[src/common/esd_pkg.sv]
// Constants shared by the endpoint type and slave DMA block.
// Assumes a 10-bit byte address on the CPU side and one 100 MHz clock.
package esd_pkg;

  // ----------------------------------------------------------------------
  // Register offsets
  // ----------------------------------------------------------------------
  localparam int ADDR_W = 10;
  localparam logic [9:0] ADDR_EP_TYPE = 10'h208;
  localparam logic [9:0] ADDR_DMA_CMD = 10'h230;
  localparam logic [9:0] ADDR_CNT_B0 = 10'h234;
  localparam logic [9:0] ADDR_CNT_B1 = 10'h235;
  localparam logic [9:0] ADDR_CNT_B2 = 10'h236;
  localparam logic [9:0] ADDR_CNT_B3 = 10'h237;

  // ----------------------------------------------------------------------
  // Endpoint type fields and reset values
  // ----------------------------------------------------------------------
  localparam int EP_CFG_W = 5;
  localparam int EP_TYPE_LSB = 0;
  localparam int EP_DBL_BIT = 2;
  localparam int EP_EN_BIT = 3;
  localparam int EP_NOZLP_BIT = 4;
  localparam logic [4:0] EP_CFG_RST = 5'h00;
  localparam logic [1:0] EP_TYPE_UNUSED = 2'h0;
  localparam logic [1:0] EP_TYPE_ISO = 2'h1;
  localparam logic [1:0] EP_TYPE_BULK = 2'h2;
  localparam logic [1:0] EP_TYPE_INTR = 2'h3;
  localparam logic [7:0] DMA_CMD_READ_VAL = 8'hff;

  // ----------------------------------------------------------------------
  // DMA commands, direction and flags
  // ----------------------------------------------------------------------
  typedef enum logic [7:0] {
    ESD_CMD_GENERIC_SLAVE_DMA_IN = 8'h00,
    ESD_CMD_GENERIC_SLAVE_DMA_OUT = 8'h01,
    ESD_CMD_RESET = 8'h11,
    ESD_CMD_STOP = 8'h13
  } esd_cmd_e;

  typedef enum logic {
    ESD_DIR_IN = 1'b0,
    ESD_DIR_OUT = 1'b1
  } esd_dir_e;

  localparam int FLAG_DONE = 0;
  localparam int FLAG_SHORT = 1;
  localparam int FLAG_STOP = 2;
  localparam int NUM_FLAGS = 3;

  localparam logic [31:0] BYTES_W16 = 32'h2;
  localparam logic [31:0] BYTES_W32 = 32'h4;
  localparam logic [1:0] BUF_DEPTH = 2'h2;

endpackage : esd_pkg

[src/core/esd_core.sv]
// Endpoint type registers and generic slave DMA engine in counter mode.
// Assumes all pins are synchronous to clk_sys and the endpoint buffer
// side speaks valid/ready.
//
// Notes on behaviour
// - Bit 4 clear: zero-length packet follows a completed DMA IN.
// - Bit 3 enables the indexed endpoint FIFO, clear disables it.
// - Enable cleared then set resets the endpoint data toggle.
// - Bit 2 selects double buffering for the indexed endpoint.
// - Type field: 00 unused, 01 isochronous, 10 bulk, 11 interrupt.
// - Writing command 00h or 01h starts a transfer at once if idle, DMA clock enabled and endpoint enabled with a used type.
// - Shared read and write strobes go to registers or to DMA.
// - Counter bytes written low to high; count loads on top byte.
// - Counter decrements; at zero the done flag and interrupt rise.
// - Short packet, DMA reset or stop command ends a transfer.
// - Separate short-packet and counter-done interrupt reasons.
// - Configuration picks active strobes and 16 or 32 bit width.
// - Request and acknowledge polarities are chosen independently.
// - DMA data bus floats until an OUT command runs and is acknowledged; controls driven.
// - The command register is write only and reads as FFh.
// - Stop command ends transfer, flushes OUT data, sets a flag.
// - Command 11h returns the DMA core to its reset state.
`timescale 1ns/1ns
`default_nettype none

module esd_core #(
  parameter int NUM_EP = 16,
  parameter int IDX_W = $clog2(NUM_EP)
) (
  input wire logic clk_sys,
  input wire logic rst,
  input wire logic cs_n,
  input wire logic [esd_pkg::ADDR_W-1:0] addr,
  input wire logic [15:0] wdata,
  input wire logic rd_n,
  input wire logic wr_n,
  output logic [15:0] cpu_rdata,
  input wire logic [IDX_W-1:0] ep_index,
  input wire logic dma_clock_enable,
  input wire logic byte_counter_disable,
  input wire logic dma_single_strobe,
  input wire logic dma_bus_width_32,
  input wire logic request_line_polarity,
  input wire logic acknowledge_polarity,
  input wire logic [esd_pkg::NUM_FLAGS-1:0] irq_mask,
  input wire logic [esd_pkg::NUM_FLAGS-1:0] flag_clear,
  input wire logic short_packet_end,
  input wire logic dack,
  output logic dreq,
  input wire logic [31:0] data_in,
  output logic [31:0] data_out,
  output logic data_oe,
  output logic [31:0] ep_rx_data,
  output logic ep_rx_valid,
  input wire logic ep_rx_ready,
  input wire logic [31:0] ep_tx_data,
  input wire logic ep_tx_valid,
  output logic ep_tx_ready,
  output logic [NUM_EP-1:0] ep_fifo_enable,
  output logic [NUM_EP-1:0] double_buffer_enable,
  output logic [NUM_EP-1:0] suppress_zero_length_packet,
  output logic [2*NUM_EP-1:0] endpoint_transfer_type,
  output logic [3*NUM_EP-1:0] ep_kind,
  output logic [NUM_EP-1:0] ep_pid_reset,
  output logic zlp_request,
  output logic [31:0] dma_byte_count,
  output logic counter_done_flag,
  output logic short_packet_end_flag,
  output logic stop_done_flag,
  output logic dma_irq
);
  import esd_pkg::*;

  // ----------------------------------------------------------------------
  // State
  // ----------------------------------------------------------------------
  typedef struct packed {
    logic running;
    esd_dir_e dir;
    logic [31:0] count;
    logic [23:0] shadow;
    logic [NUM_FLAGS-1:0] flags;
    logic irq;
    logic [NUM_EP-1:0][EP_CFG_W-1:0] ep_cfg;
    logic [NUM_EP-1:0][2:0] kind;
    logic [NUM_EP-1:0] pid_reset;
    logic zlp;
    logic [1:0][31:0] bufm;
    logic wp;
    logic rp;
    logic [1:0] cnt;
    logic rx_valid;
    logic tx_ready;
    logic [31:0] dout;
    logic oe;
    logic req;
    logic dreq_pin;
    logic rd_act_prev;
    logic wr_act_prev;
    logic [15:0] rdata;
  } esd_state_s;

  esd_state_s q;
  esd_state_s d;

  // One-hot iso, bulk, interrupt; an unused type decodes to no kind.
  function automatic logic [2:0] esd_decode_type(input logic [1:0] t);
    logic [2:0] k;
    k = 3'h0;
    case (t)
      EP_TYPE_ISO: k = 3'h1;
      EP_TYPE_BULK: k = 3'h2;
      EP_TYPE_INTR: k = 3'h4;
      default: k = 3'h0;
    endcase
    return k;
  endfunction : esd_decode_type

  logic pio;
  logic ack;
  logic rd_start;
  logic rd_end;
  logic wr_end;
  logic xfer;
  logic ext_push;
  logic ext_pop;
  logic ep_push;
  logic ep_pop;
  logic [31:0] step;
  logic [4:0] cur_cfg;
  logic flush;

  // ----------------------------------------------------------------------
  // Next state
  // ----------------------------------------------------------------------
  always_comb begin
    d = q;
    d.pid_reset = '0;
    d.zlp = 1'b0;
    d.rd_act_prev = ~rd_n;
    d.wr_act_prev = ~wr_n;
    pio = ~cs_n;
    ack = (dack == acknowledge_polarity);
    rd_start = ~q.rd_act_prev & ~rd_n;
    rd_end = q.rd_act_prev & rd_n;
    wr_end = q.wr_act_prev & wr_n;
    step = dma_bus_width_32 ? BYTES_W32 : BYTES_W16;
    cur_cfg = q.ep_cfg[ep_index];
    flush = 1'b0;
    // Event flags: clear first so that a set in the same cycle wins.
    d.flags = q.flags & ~flag_clear;

    // Strobes serve the register file while chip select is low.
    if (pio && wr_end) begin
      if (addr == ADDR_EP_TYPE) begin
        if (!cur_cfg[EP_EN_BIT] && wdata[EP_EN_BIT]) begin
          d.pid_reset[ep_index] = 1'b1;
        end
        d.ep_cfg[ep_index] = wdata[EP_CFG_W-1:0];
      end else if (addr == ADDR_CNT_B0) begin
        d.shadow[7:0] = wdata[7:0];
      end else if (addr == ADDR_CNT_B1) begin
        d.shadow[15:8] = wdata[7:0];
      end else if (addr == ADDR_CNT_B2) begin
        d.shadow[23:16] = wdata[7:0];
      end else if (addr == ADDR_CNT_B3) begin
        d.count = {wdata[7:0], q.shadow};
      end else if (addr == ADDR_DMA_CMD) begin
        if (wdata[7:0] == ESD_CMD_RESET) begin
          d.running = 1'b0;
          d.dir = ESD_DIR_IN;
          d.count = '0;
          d.shadow = '0;
          d.flags = '0;
          flush = 1'b1;
        end else if (wdata[7:0] == ESD_CMD_STOP) begin
          if (q.running) begin
            d.running = 1'b0;
            d.flags[FLAG_STOP] = 1'b1;
            if (q.dir == ESD_DIR_OUT) begin
              flush = 1'b1;
            end
          end
        end else if ((wdata[7:0] == ESD_CMD_GENERIC_SLAVE_DMA_IN ||
                      wdata[7:0] == ESD_CMD_GENERIC_SLAVE_DMA_OUT) && !q.running &&
                     dma_clock_enable && cur_cfg[EP_EN_BIT] &&
                     esd_decode_type(cur_cfg[1:0]) != 3'h0) begin
          d.running = 1'b1;
          d.dir = esd_dir_e'(wdata[0]);
          flush = 1'b1;
        end
      end
    end

    if (pio && rd_start) begin
      if (addr == ADDR_EP_TYPE) begin
        d.rdata = {{(16-EP_CFG_W){1'b0}}, cur_cfg};
      end else if (addr == ADDR_DMA_CMD) begin
        d.rdata = {8'h00, DMA_CMD_READ_VAL};
      end else if (addr == ADDR_CNT_B0) begin
        d.rdata = {8'h00, q.count[7:0]};
      end else if (addr == ADDR_CNT_B1) begin
        d.rdata = {8'h00, q.count[15:8]};
      end else if (addr == ADDR_CNT_B2) begin
        d.rdata = {8'h00, q.count[23:16]};
      end else if (addr == ADDR_CNT_B3) begin
        d.rdata = {8'h00, q.count[31:24]};
      end else begin
        d.rdata = 16'h0000;
      end
    end

    // ----------------------------------------------------------------------
    // External DMA side and endpoint side of the two-entry buffer
    // ----------------------------------------------------------------------
    // Outside chip select the strobes belong to the DMA when acknowledged.
    xfer = 1'b0;
    if (!pio && ack && q.running) begin
      if (q.dir == ESD_DIR_IN) begin
        xfer = (dma_single_strobe ? rd_end : wr_end) && (q.cnt != BUF_DEPTH);
      end else begin
        xfer = rd_end && (q.cnt != 2'h0);
      end
    end
    ext_push = xfer && (q.dir == ESD_DIR_IN);
    ext_pop = xfer && (q.dir == ESD_DIR_OUT);
    ep_pop = q.rx_valid && ep_rx_ready;
    ep_push = q.tx_ready && ep_tx_valid;
    if (ext_push) begin
      d.bufm[q.wp] = dma_bus_width_32 ? data_in : {16'h0000, data_in[15:0]};
    end else if (ep_push) begin
      d.bufm[q.wp] = ep_tx_data;
    end
    if (ext_push || ep_push) begin
      d.wp = ~q.wp;
    end
    if (ext_pop || ep_pop) begin
      d.rp = ~q.rp;
    end
    if ((ext_push || ep_push) && !(ext_pop || ep_pop)) begin
      d.cnt = q.cnt + 2'h1;
    end else if (!(ext_push || ep_push) && (ext_pop || ep_pop)) begin
      d.cnt = q.cnt - 2'h1;
    end
    // A command flush overrides any buffer move made in the same cycle.
    if (flush) begin
      d.cnt = '0;
      d.wp = 1'b0;
      d.rp = 1'b0;
    end

    if (xfer && !byte_counter_disable) begin
      if (q.count <= step) begin
        d.count = '0;
        d.running = 1'b0;
        d.flags[FLAG_DONE] = 1'b1;
        if (q.dir == ESD_DIR_IN && !cur_cfg[EP_NOZLP_BIT]) begin
          d.zlp = 1'b1;
        end
      end else begin
        d.count = q.count - step;
      end
    end

    if (short_packet_end && q.running && d.running) begin
      d.running = 1'b0;
      d.flags[FLAG_SHORT] = 1'b1;
    end

    // ----------------------------------------------------------------------
    // Registered outputs
    // ----------------------------------------------------------------------
    for (int i = 0; i < NUM_EP; i++) begin
      d.kind[i] = esd_decode_type(d.ep_cfg[i][1:0]);
    end
    d.rx_valid = (d.cnt != 2'h0) && (d.dir == ESD_DIR_IN);
    d.tx_ready = d.running && (d.dir == ESD_DIR_OUT) && (d.cnt != BUF_DEPTH);
    d.dout = d.bufm[d.rp];
    d.oe = d.running && (d.dir == ESD_DIR_OUT) && ack;
    d.req = d.running &&
            ((d.dir == ESD_DIR_IN) ? (d.cnt != BUF_DEPTH) : (d.cnt != 2'h0)) &&
            (byte_counter_disable || d.count != 32'h0);
    d.dreq_pin = request_line_polarity ? d.req : ~d.req;
    d.irq = |(d.flags & irq_mask);
  end

  always_ff @(posedge clk_sys or posedge rst) begin
    if (rst) begin
      q <= '0;
    end else begin
      q <= d;
    end
  end

  // ----------------------------------------------------------------------
  // Output wiring
  // ----------------------------------------------------------------------
  genvar g;
  generate
    for (g = 0; g < NUM_EP; g++) begin : g_ep
      assign ep_fifo_enable[g] = q.ep_cfg[g][EP_EN_BIT];
      assign double_buffer_enable[g] = q.ep_cfg[g][EP_DBL_BIT];
      assign suppress_zero_length_packet[g] = q.ep_cfg[g][EP_NOZLP_BIT];
      assign endpoint_transfer_type[2*g+1:2*g] = q.ep_cfg[g][1:0];
      assign ep_kind[3*g+2:3*g] = q.kind[g];
    end
  endgenerate

  assign cpu_rdata = q.rdata;
  assign dreq = q.dreq_pin;
  assign data_out = q.dout;
  assign data_oe = q.oe;
  assign ep_rx_data = q.dout;
  assign ep_rx_valid = q.rx_valid;
  assign ep_tx_ready = q.tx_ready;
  assign ep_pid_reset = q.pid_reset;
  assign zlp_request = q.zlp;
  assign dma_byte_count = q.count;
  assign counter_done_flag = q.flags[FLAG_DONE];
  assign short_packet_end_flag = q.flags[FLAG_SHORT];
  assign stop_done_flag = q.flags[FLAG_STOP];
  assign dma_irq = q.irq;

  // ----------------------------------------------------------------------
  // Assertions
  // ----------------------------------------------------------------------
  a_cmd_reads_ff: assert property (@(posedge clk_sys) disable iff (rst)
    (pio && rd_start && addr == ADDR_DMA_CMD) |=> cpu_rdata == 16'h00ff)
    else $error("command register did not read as ff");

  a_count_load: assert property (@(posedge clk_sys) disable iff (rst)
    (pio && wr_end && addr == ADDR_CNT_B3) |=>
    dma_byte_count == {$past(wdata[7:0]), $past(q.shadow)})
    else $error("counter not loaded from top byte and shadow");

  a_low_bytes_hold: assert property (@(posedge clk_sys) disable iff (rst)
    (pio && wr_end && addr == ADDR_CNT_B0 && !xfer) |=> $stable(dma_byte_count))
    else $error("low counter byte changed the live count");

  a_done_at_zero: assert property (@(posedge clk_sys) disable iff (rst)
    (xfer && !byte_counter_disable && q.count <= step &&
     !(pio && wr_end && addr == ADDR_DMA_CMD)) |=>
    counter_done_flag && !q.running && dma_byte_count == 32'h0 ##1 dma_irq ||
    !$past(irq_mask[FLAG_DONE], 1))
    else $error("counter reached zero without done flag");

  a_pid_reset: assert property (@(posedge clk_sys) disable iff (rst)
    ep_pid_reset == (ep_fifo_enable & ~$past(ep_fifo_enable)))
    else $error("toggle reset does not match enable rising");

  a_type0_refused: assert property (@(posedge clk_sys) disable iff (rst)
    (pio && wr_end && addr == ADDR_DMA_CMD && !q.running &&
     cur_cfg[1:0] == EP_TYPE_UNUSED) |=> !q.running)
    else $error("transfer started on an unused endpoint");

  a_stop_ends: assert property (@(posedge clk_sys) disable iff (rst)
    (pio && wr_end && addr == ADDR_DMA_CMD && wdata[7:0] == ESD_CMD_STOP &&
     q.running) |=> !q.running && stop_done_flag)
    else $error("stop command did not end the transfer");

  a_reset_cmd: assert property (@(posedge clk_sys) disable iff (rst)
    (pio && wr_end && addr == ADDR_DMA_CMD && wdata[7:0] == ESD_CMD_RESET) |=>
    !q.running && dma_byte_count == 32'h0 && q.cnt == 2'h0 ##1 !data_oe)
    else $error("dma reset left state behind");

  a_bus_floats: assert property (@(posedge clk_sys) disable iff (rst)
    data_oe |-> $past(d.running) && q.dir == ESD_DIR_OUT)
    else $error("data bus driven without a running command");

  a_req_polarity: assert property (@(posedge clk_sys) disable iff (rst)
    dreq == ($past(request_line_polarity) ? q.req : !q.req))
    else $error("request pin polarity wrong");

  a_zlp_gate: assert property (@(posedge clk_sys) disable iff (rst)
    zlp_request |-> $past(!cur_cfg[EP_NOZLP_BIT]) && counter_done_flag)
    else $error("zero length packet despite suppression");

  a_short_end: assert property (@(posedge clk_sys) disable iff (rst)
    (short_packet_end && q.running && !(pio && wr_end)) |=>
    !q.running && (short_packet_end_flag || counter_done_flag))
    else $error("short packet did not end transfer");

endmodule : esd_core

`default_nettype wire

[config.mk]
export PLATFORM = sky130hd
export DESIGN_NAME = esd_core
export DESIGN_NICKNAME = d
export VERILOG_FILES = /design/src/common/esd_pkg.sv /design/src/core/esd_core.sv
export SDC_FILE = /design/constraint.sdc
export NUM_CORES = 1
export LEC_CHECK = 0
export ABC_AREA = 1
export BUFFER_PORTS_ARGS = -buffer_cell sky130_fd_sc_hd__buf_4
export CORE_AREA = 2 2 193 195
export CTS_CLUSTER_SIZE = 10
export DETAILED_ROUTE_END_ITERATION = 8
export DIE_AREA = 0 0 195 197
export GPL_TIMING_DRIVEN = 0
export PLACE_DENSITY_LB_ADDON = 0.3
export SYNTH_ARGS = -nofsm -noshare
export SYNTH_HDL_FRONTEND = slang
export SYNTH_SLANG_ARGS = --single-unit
[constraint.sdc]
create_clock -name clk_sys -period 10.7 [get_ports clk_sys]
set_input_delay 1.07 -clock clk_sys [delete_from_list [all_inputs] [get_ports clk_sys]]
set_output_delay 1.07 -clock clk_sys [all_outputs]
set_load 0.03 [all_outputs]
==> key figures <==
Die
  • Die area: 38,400 sq um
  • I/O Pins: 380
  • Starting Density: 0.495
  • DIE HEIGHT: 197 um
  • Cell row count: 70
  • Core footprint: 36,300 sq um
  • Die width: 195 um

Global routing
  • GR Util All Layers: 0.300
  • Busiest grt layer: met2
  • First-pass GRT wire length: 90,600 um
  • Met2 usage: 0.499
  • Vias in the first global route: 16,600
  • Initial antenna violation count: 3
  • Global route total overflow: 0
  • Grt met3 use: 0.0626
  • Grt met1 use: 0.388
  • Largest net degree at the start of global routing: 91

Placement
  • Placed cell count: 3,137
  • Final GP Congestion: 0.951
  • Port Buffer Count: 361
  • Placement Setup Slack: 6.14 ns
  • Final HPWL DP: 43,900 um

Route
  • Residual DRC count: 0
  • Number of vias per cell: 5.28
  • Vias: 16,900
  • Post-DRT Antenna Nets: 0
  • First DRT Iteration DRCs: 1,488
  • Pre-antenna DRT Iters: 6
  • Final wirelength: 58,500 um
  • Wire per inst: 18.3 um

Synth
  • Predominant post-synthesis flop cell: dfrtp_1
  • Post-Syn Instances: 2,298
  • Number of synthesized flops with an enable pin: 0
  • Sequential fraction of the synthesis area: 0.448
  • Ys async rst share: 1.00
  • Commonest cells in the synthesized netlist: nand2_1 (559), dfrtp_1 (321), buf_4 (262)
  • Syn_area_per_cell: 7.81 sq um
  • Mapped Area: 17,900 sq um
  • Most frequent cell after synthesis: nand2_1
  • Ys Warns: 0
  • Yosys top cell by area: dfrtp_1
  • Synth top area share: 0.448
  • FF+latch count, synth: 321
  • Unique cell type count in the Yosys netlist: 47
  • Synth area leaders: dfrtp_1 (45%), nand2_1 (12%), buf_4 (11%)

CTS
  • Clock sinks: 321
  • Post_cts resized: 0
  • Clock Root Buffer: clkbuf_16
  • Clock slew seen by the registers of the worst setup and hold paths: 0.05 ns
  • Clock Tree Buf Depth: 3
  • TritonCTS clock tree: built
  • CTS Hold Bufs: 0
  • Total CTS buffers: 39
  • CTS HTree Levels: 2
  • Worst skew pair latency: 0.55 ns
  • Post-CTS Setup Bufs: 0

Final layout
  • Area growth syn-to-layout: 25.0%
  • Fin cells: 3,194
  • Fin nets: 2,831
  • Final core occ: 0.618
  • Layout cells sized above 1: 0.281

Hold path
  • Worst Hold Launch: q[295]
  • Worst Hold Class: reg2reg

Timing
  • Fin worst setup slack: 6.67 ns
  • Max Fclk: 0.248 GHz
  • Clk_skew: 0.0246 ns
  • Hold Vio Cnt, Final: 0
  • Max Slew Vio Count: 0
  • Worst-margin pin slew: 1.06 ns
  • Rel. slew slack: 0.286
  • RSZ-0062 raised after global routing: no
  • Setup-failing EPs final: 0
  • Tmin final: 4.03 ns
  • Period utilisation layout: 0.377

Critical path
  • Critical path's most frequent cell: nand3_1
  • Critical Path RT: 11.13 ns
  • CP top delay family: simple AND/OR/NAND/NOR gates
  • Worst Path Buf+Inv: 4
  • Critical path launch point: dma_bus_width_32
  • Worst r2r src: dma_byte_count[1]
  • Max FO, Critical Path: 10
  • Critical Path Start Type: primary input
  • Crit-path cells: clkbuf_1, clkbuf_1, inv_1, fa_1, inv_1, nand2_1, nor2_2, nand2_1, nor2_1, nand3_1, nand3_1, nand3_1, nor2_1, nand3_1, nor2_1, nand3_1, nand3_1, nand2_1
  • Worst setup EP type: register
  • Worst path slowest cell: fa_1
  • Crit path kind: in2reg
  • Critical Path AT: 4.46 ns
  • Largest stage delay, worst path: 0.53 ns

Pwr
  • Peak VDD IR: 0.101 mV
  • PD cells: 176 nW/um^2
  • P_leak: 12.1 nW

Job
  • Max-Cap Viols: 0

Outcome
  • Run status: complete, no violations
[per-stage QoR]
step / instance area (sq um) / hold WS [ns] / TNS (ns) / total power, mW
2_1_floorplan: 18000 / 0.453 / 0 / 2.35
3_3_place_gp: 21300 / 0.468 / -871.17 / 2.75
3_5_place_dp: 21400 / 0.474 / 0 / 2.78
4_1_cts: 22400 / 0.488 / 0 / 3.95
5_1_grt: 22400 / 0.509 / 0 / 4.13
6_report: 22400 / 0.485 / 0 / 3.95
[area by class of cell]
type / count / area (sq um)
clock inverters: 3 / 18.8
flip-flops and latches: 321 / 8030
well taps: 468 / 586
multi-input cells: 1391 / 6690
repair buffers: 365 / 2800
inverters: 261 / 987
fillers: 3206 / 13800
plain buffers: 332 / 2260
clock buffers: 50 / 1040
diodes: 3 / 7.51
[report_power, final]
part / internal (mW) / switching (mW)
combinational: 0.516 / 0.794
sequential: 1.36 / 0.110
clock: 0.670 / 0.499
total: 2.55 / 1.40
[worst paths after layout]
kind | end | slack (ns) | depth (start not counted)
min in group asynchronous | ep_kind[21] | 0.59 | 2
worst max-delay path | dreq | 6.67 | 18
max in group asynchronous | q[63] | 8.91 | 4
worst min-delay path | q[295] | 0.49 | 2
worst min register to register | q[295] | 0.49 | 2
worst max register to register | dreq | 7.54 | 18
[registers in the layout (all words and copies together) (netlist names), 8 cells and up]
register and count:
cpu_rdata 8, data_out 32, dma_byte_count 32, double_buffer_enable 16, endpoint_transfer_type 32, ep_fifo_enable 16, ep_kind 48, ep_pid_reset 16
q 96, suppress_zero_length_packet 16
[worst reg2reg max path: stages, from the launching register on]
cell	delay [ns]
dfrtp_1	0.45
inv_1	0.09
ha_1	0.14
inv_1	0.06
fa_1	0.43
inv_1	0.08
nand2_1	0.08
nor2_2	0.22
nand2_1	0.18
nor2_1	0.26
nand3_1	0.11
nand3_1	0.11
nand3_1	0.10
nor2_1	0.12
nand3_1	0.11
nor2_1	0.18
nand3_1	0.15
nand3_1	0.10
nand2_1	0.06
[per-layer routing]
| layer | vias up | wire (um) |
|---|---|---|
| met3 | 131 | 5080 |
| li1 | 7852 | - |
| met1 | 8076 | 23500 |
| met2 | 801 | 27900 |
| met5 | - | 0 |
| met4 | 0 | 2040 |
[cells in the final DEF, fill, tap and decap left out, drive strengths merged, types with 6 or more instances in the layout]
master,instances
a21oi,40
a22oi,38
buf,643
clkbuf,104
conb,8
dfrtp,321
inv,260
mux2,7
mux2i,17
nand2,567
nand3,65
nand4,28
nor2,250
nor3,19
nor4,6
o211ai,39
o21ai,235
o22ai,8
or2,25
xor2,21
[cell families (layout without fill, tap and decap cells)]
family,after synthesis,after routing,share of synthesized area
adders and majority gates,5,5,0.00391
buffers and inverters,593,1011,0.181
and+or+nand+nor,963,963,0.226
muxes,24,24,0.0139
AOI/OAI and AO/OA,370,370,0.117
other,1,11,0.000209
DFF,321,321,0.448
xor gates and xnor gates,21,21,0.0103
(Power assumes the default switching activity.)
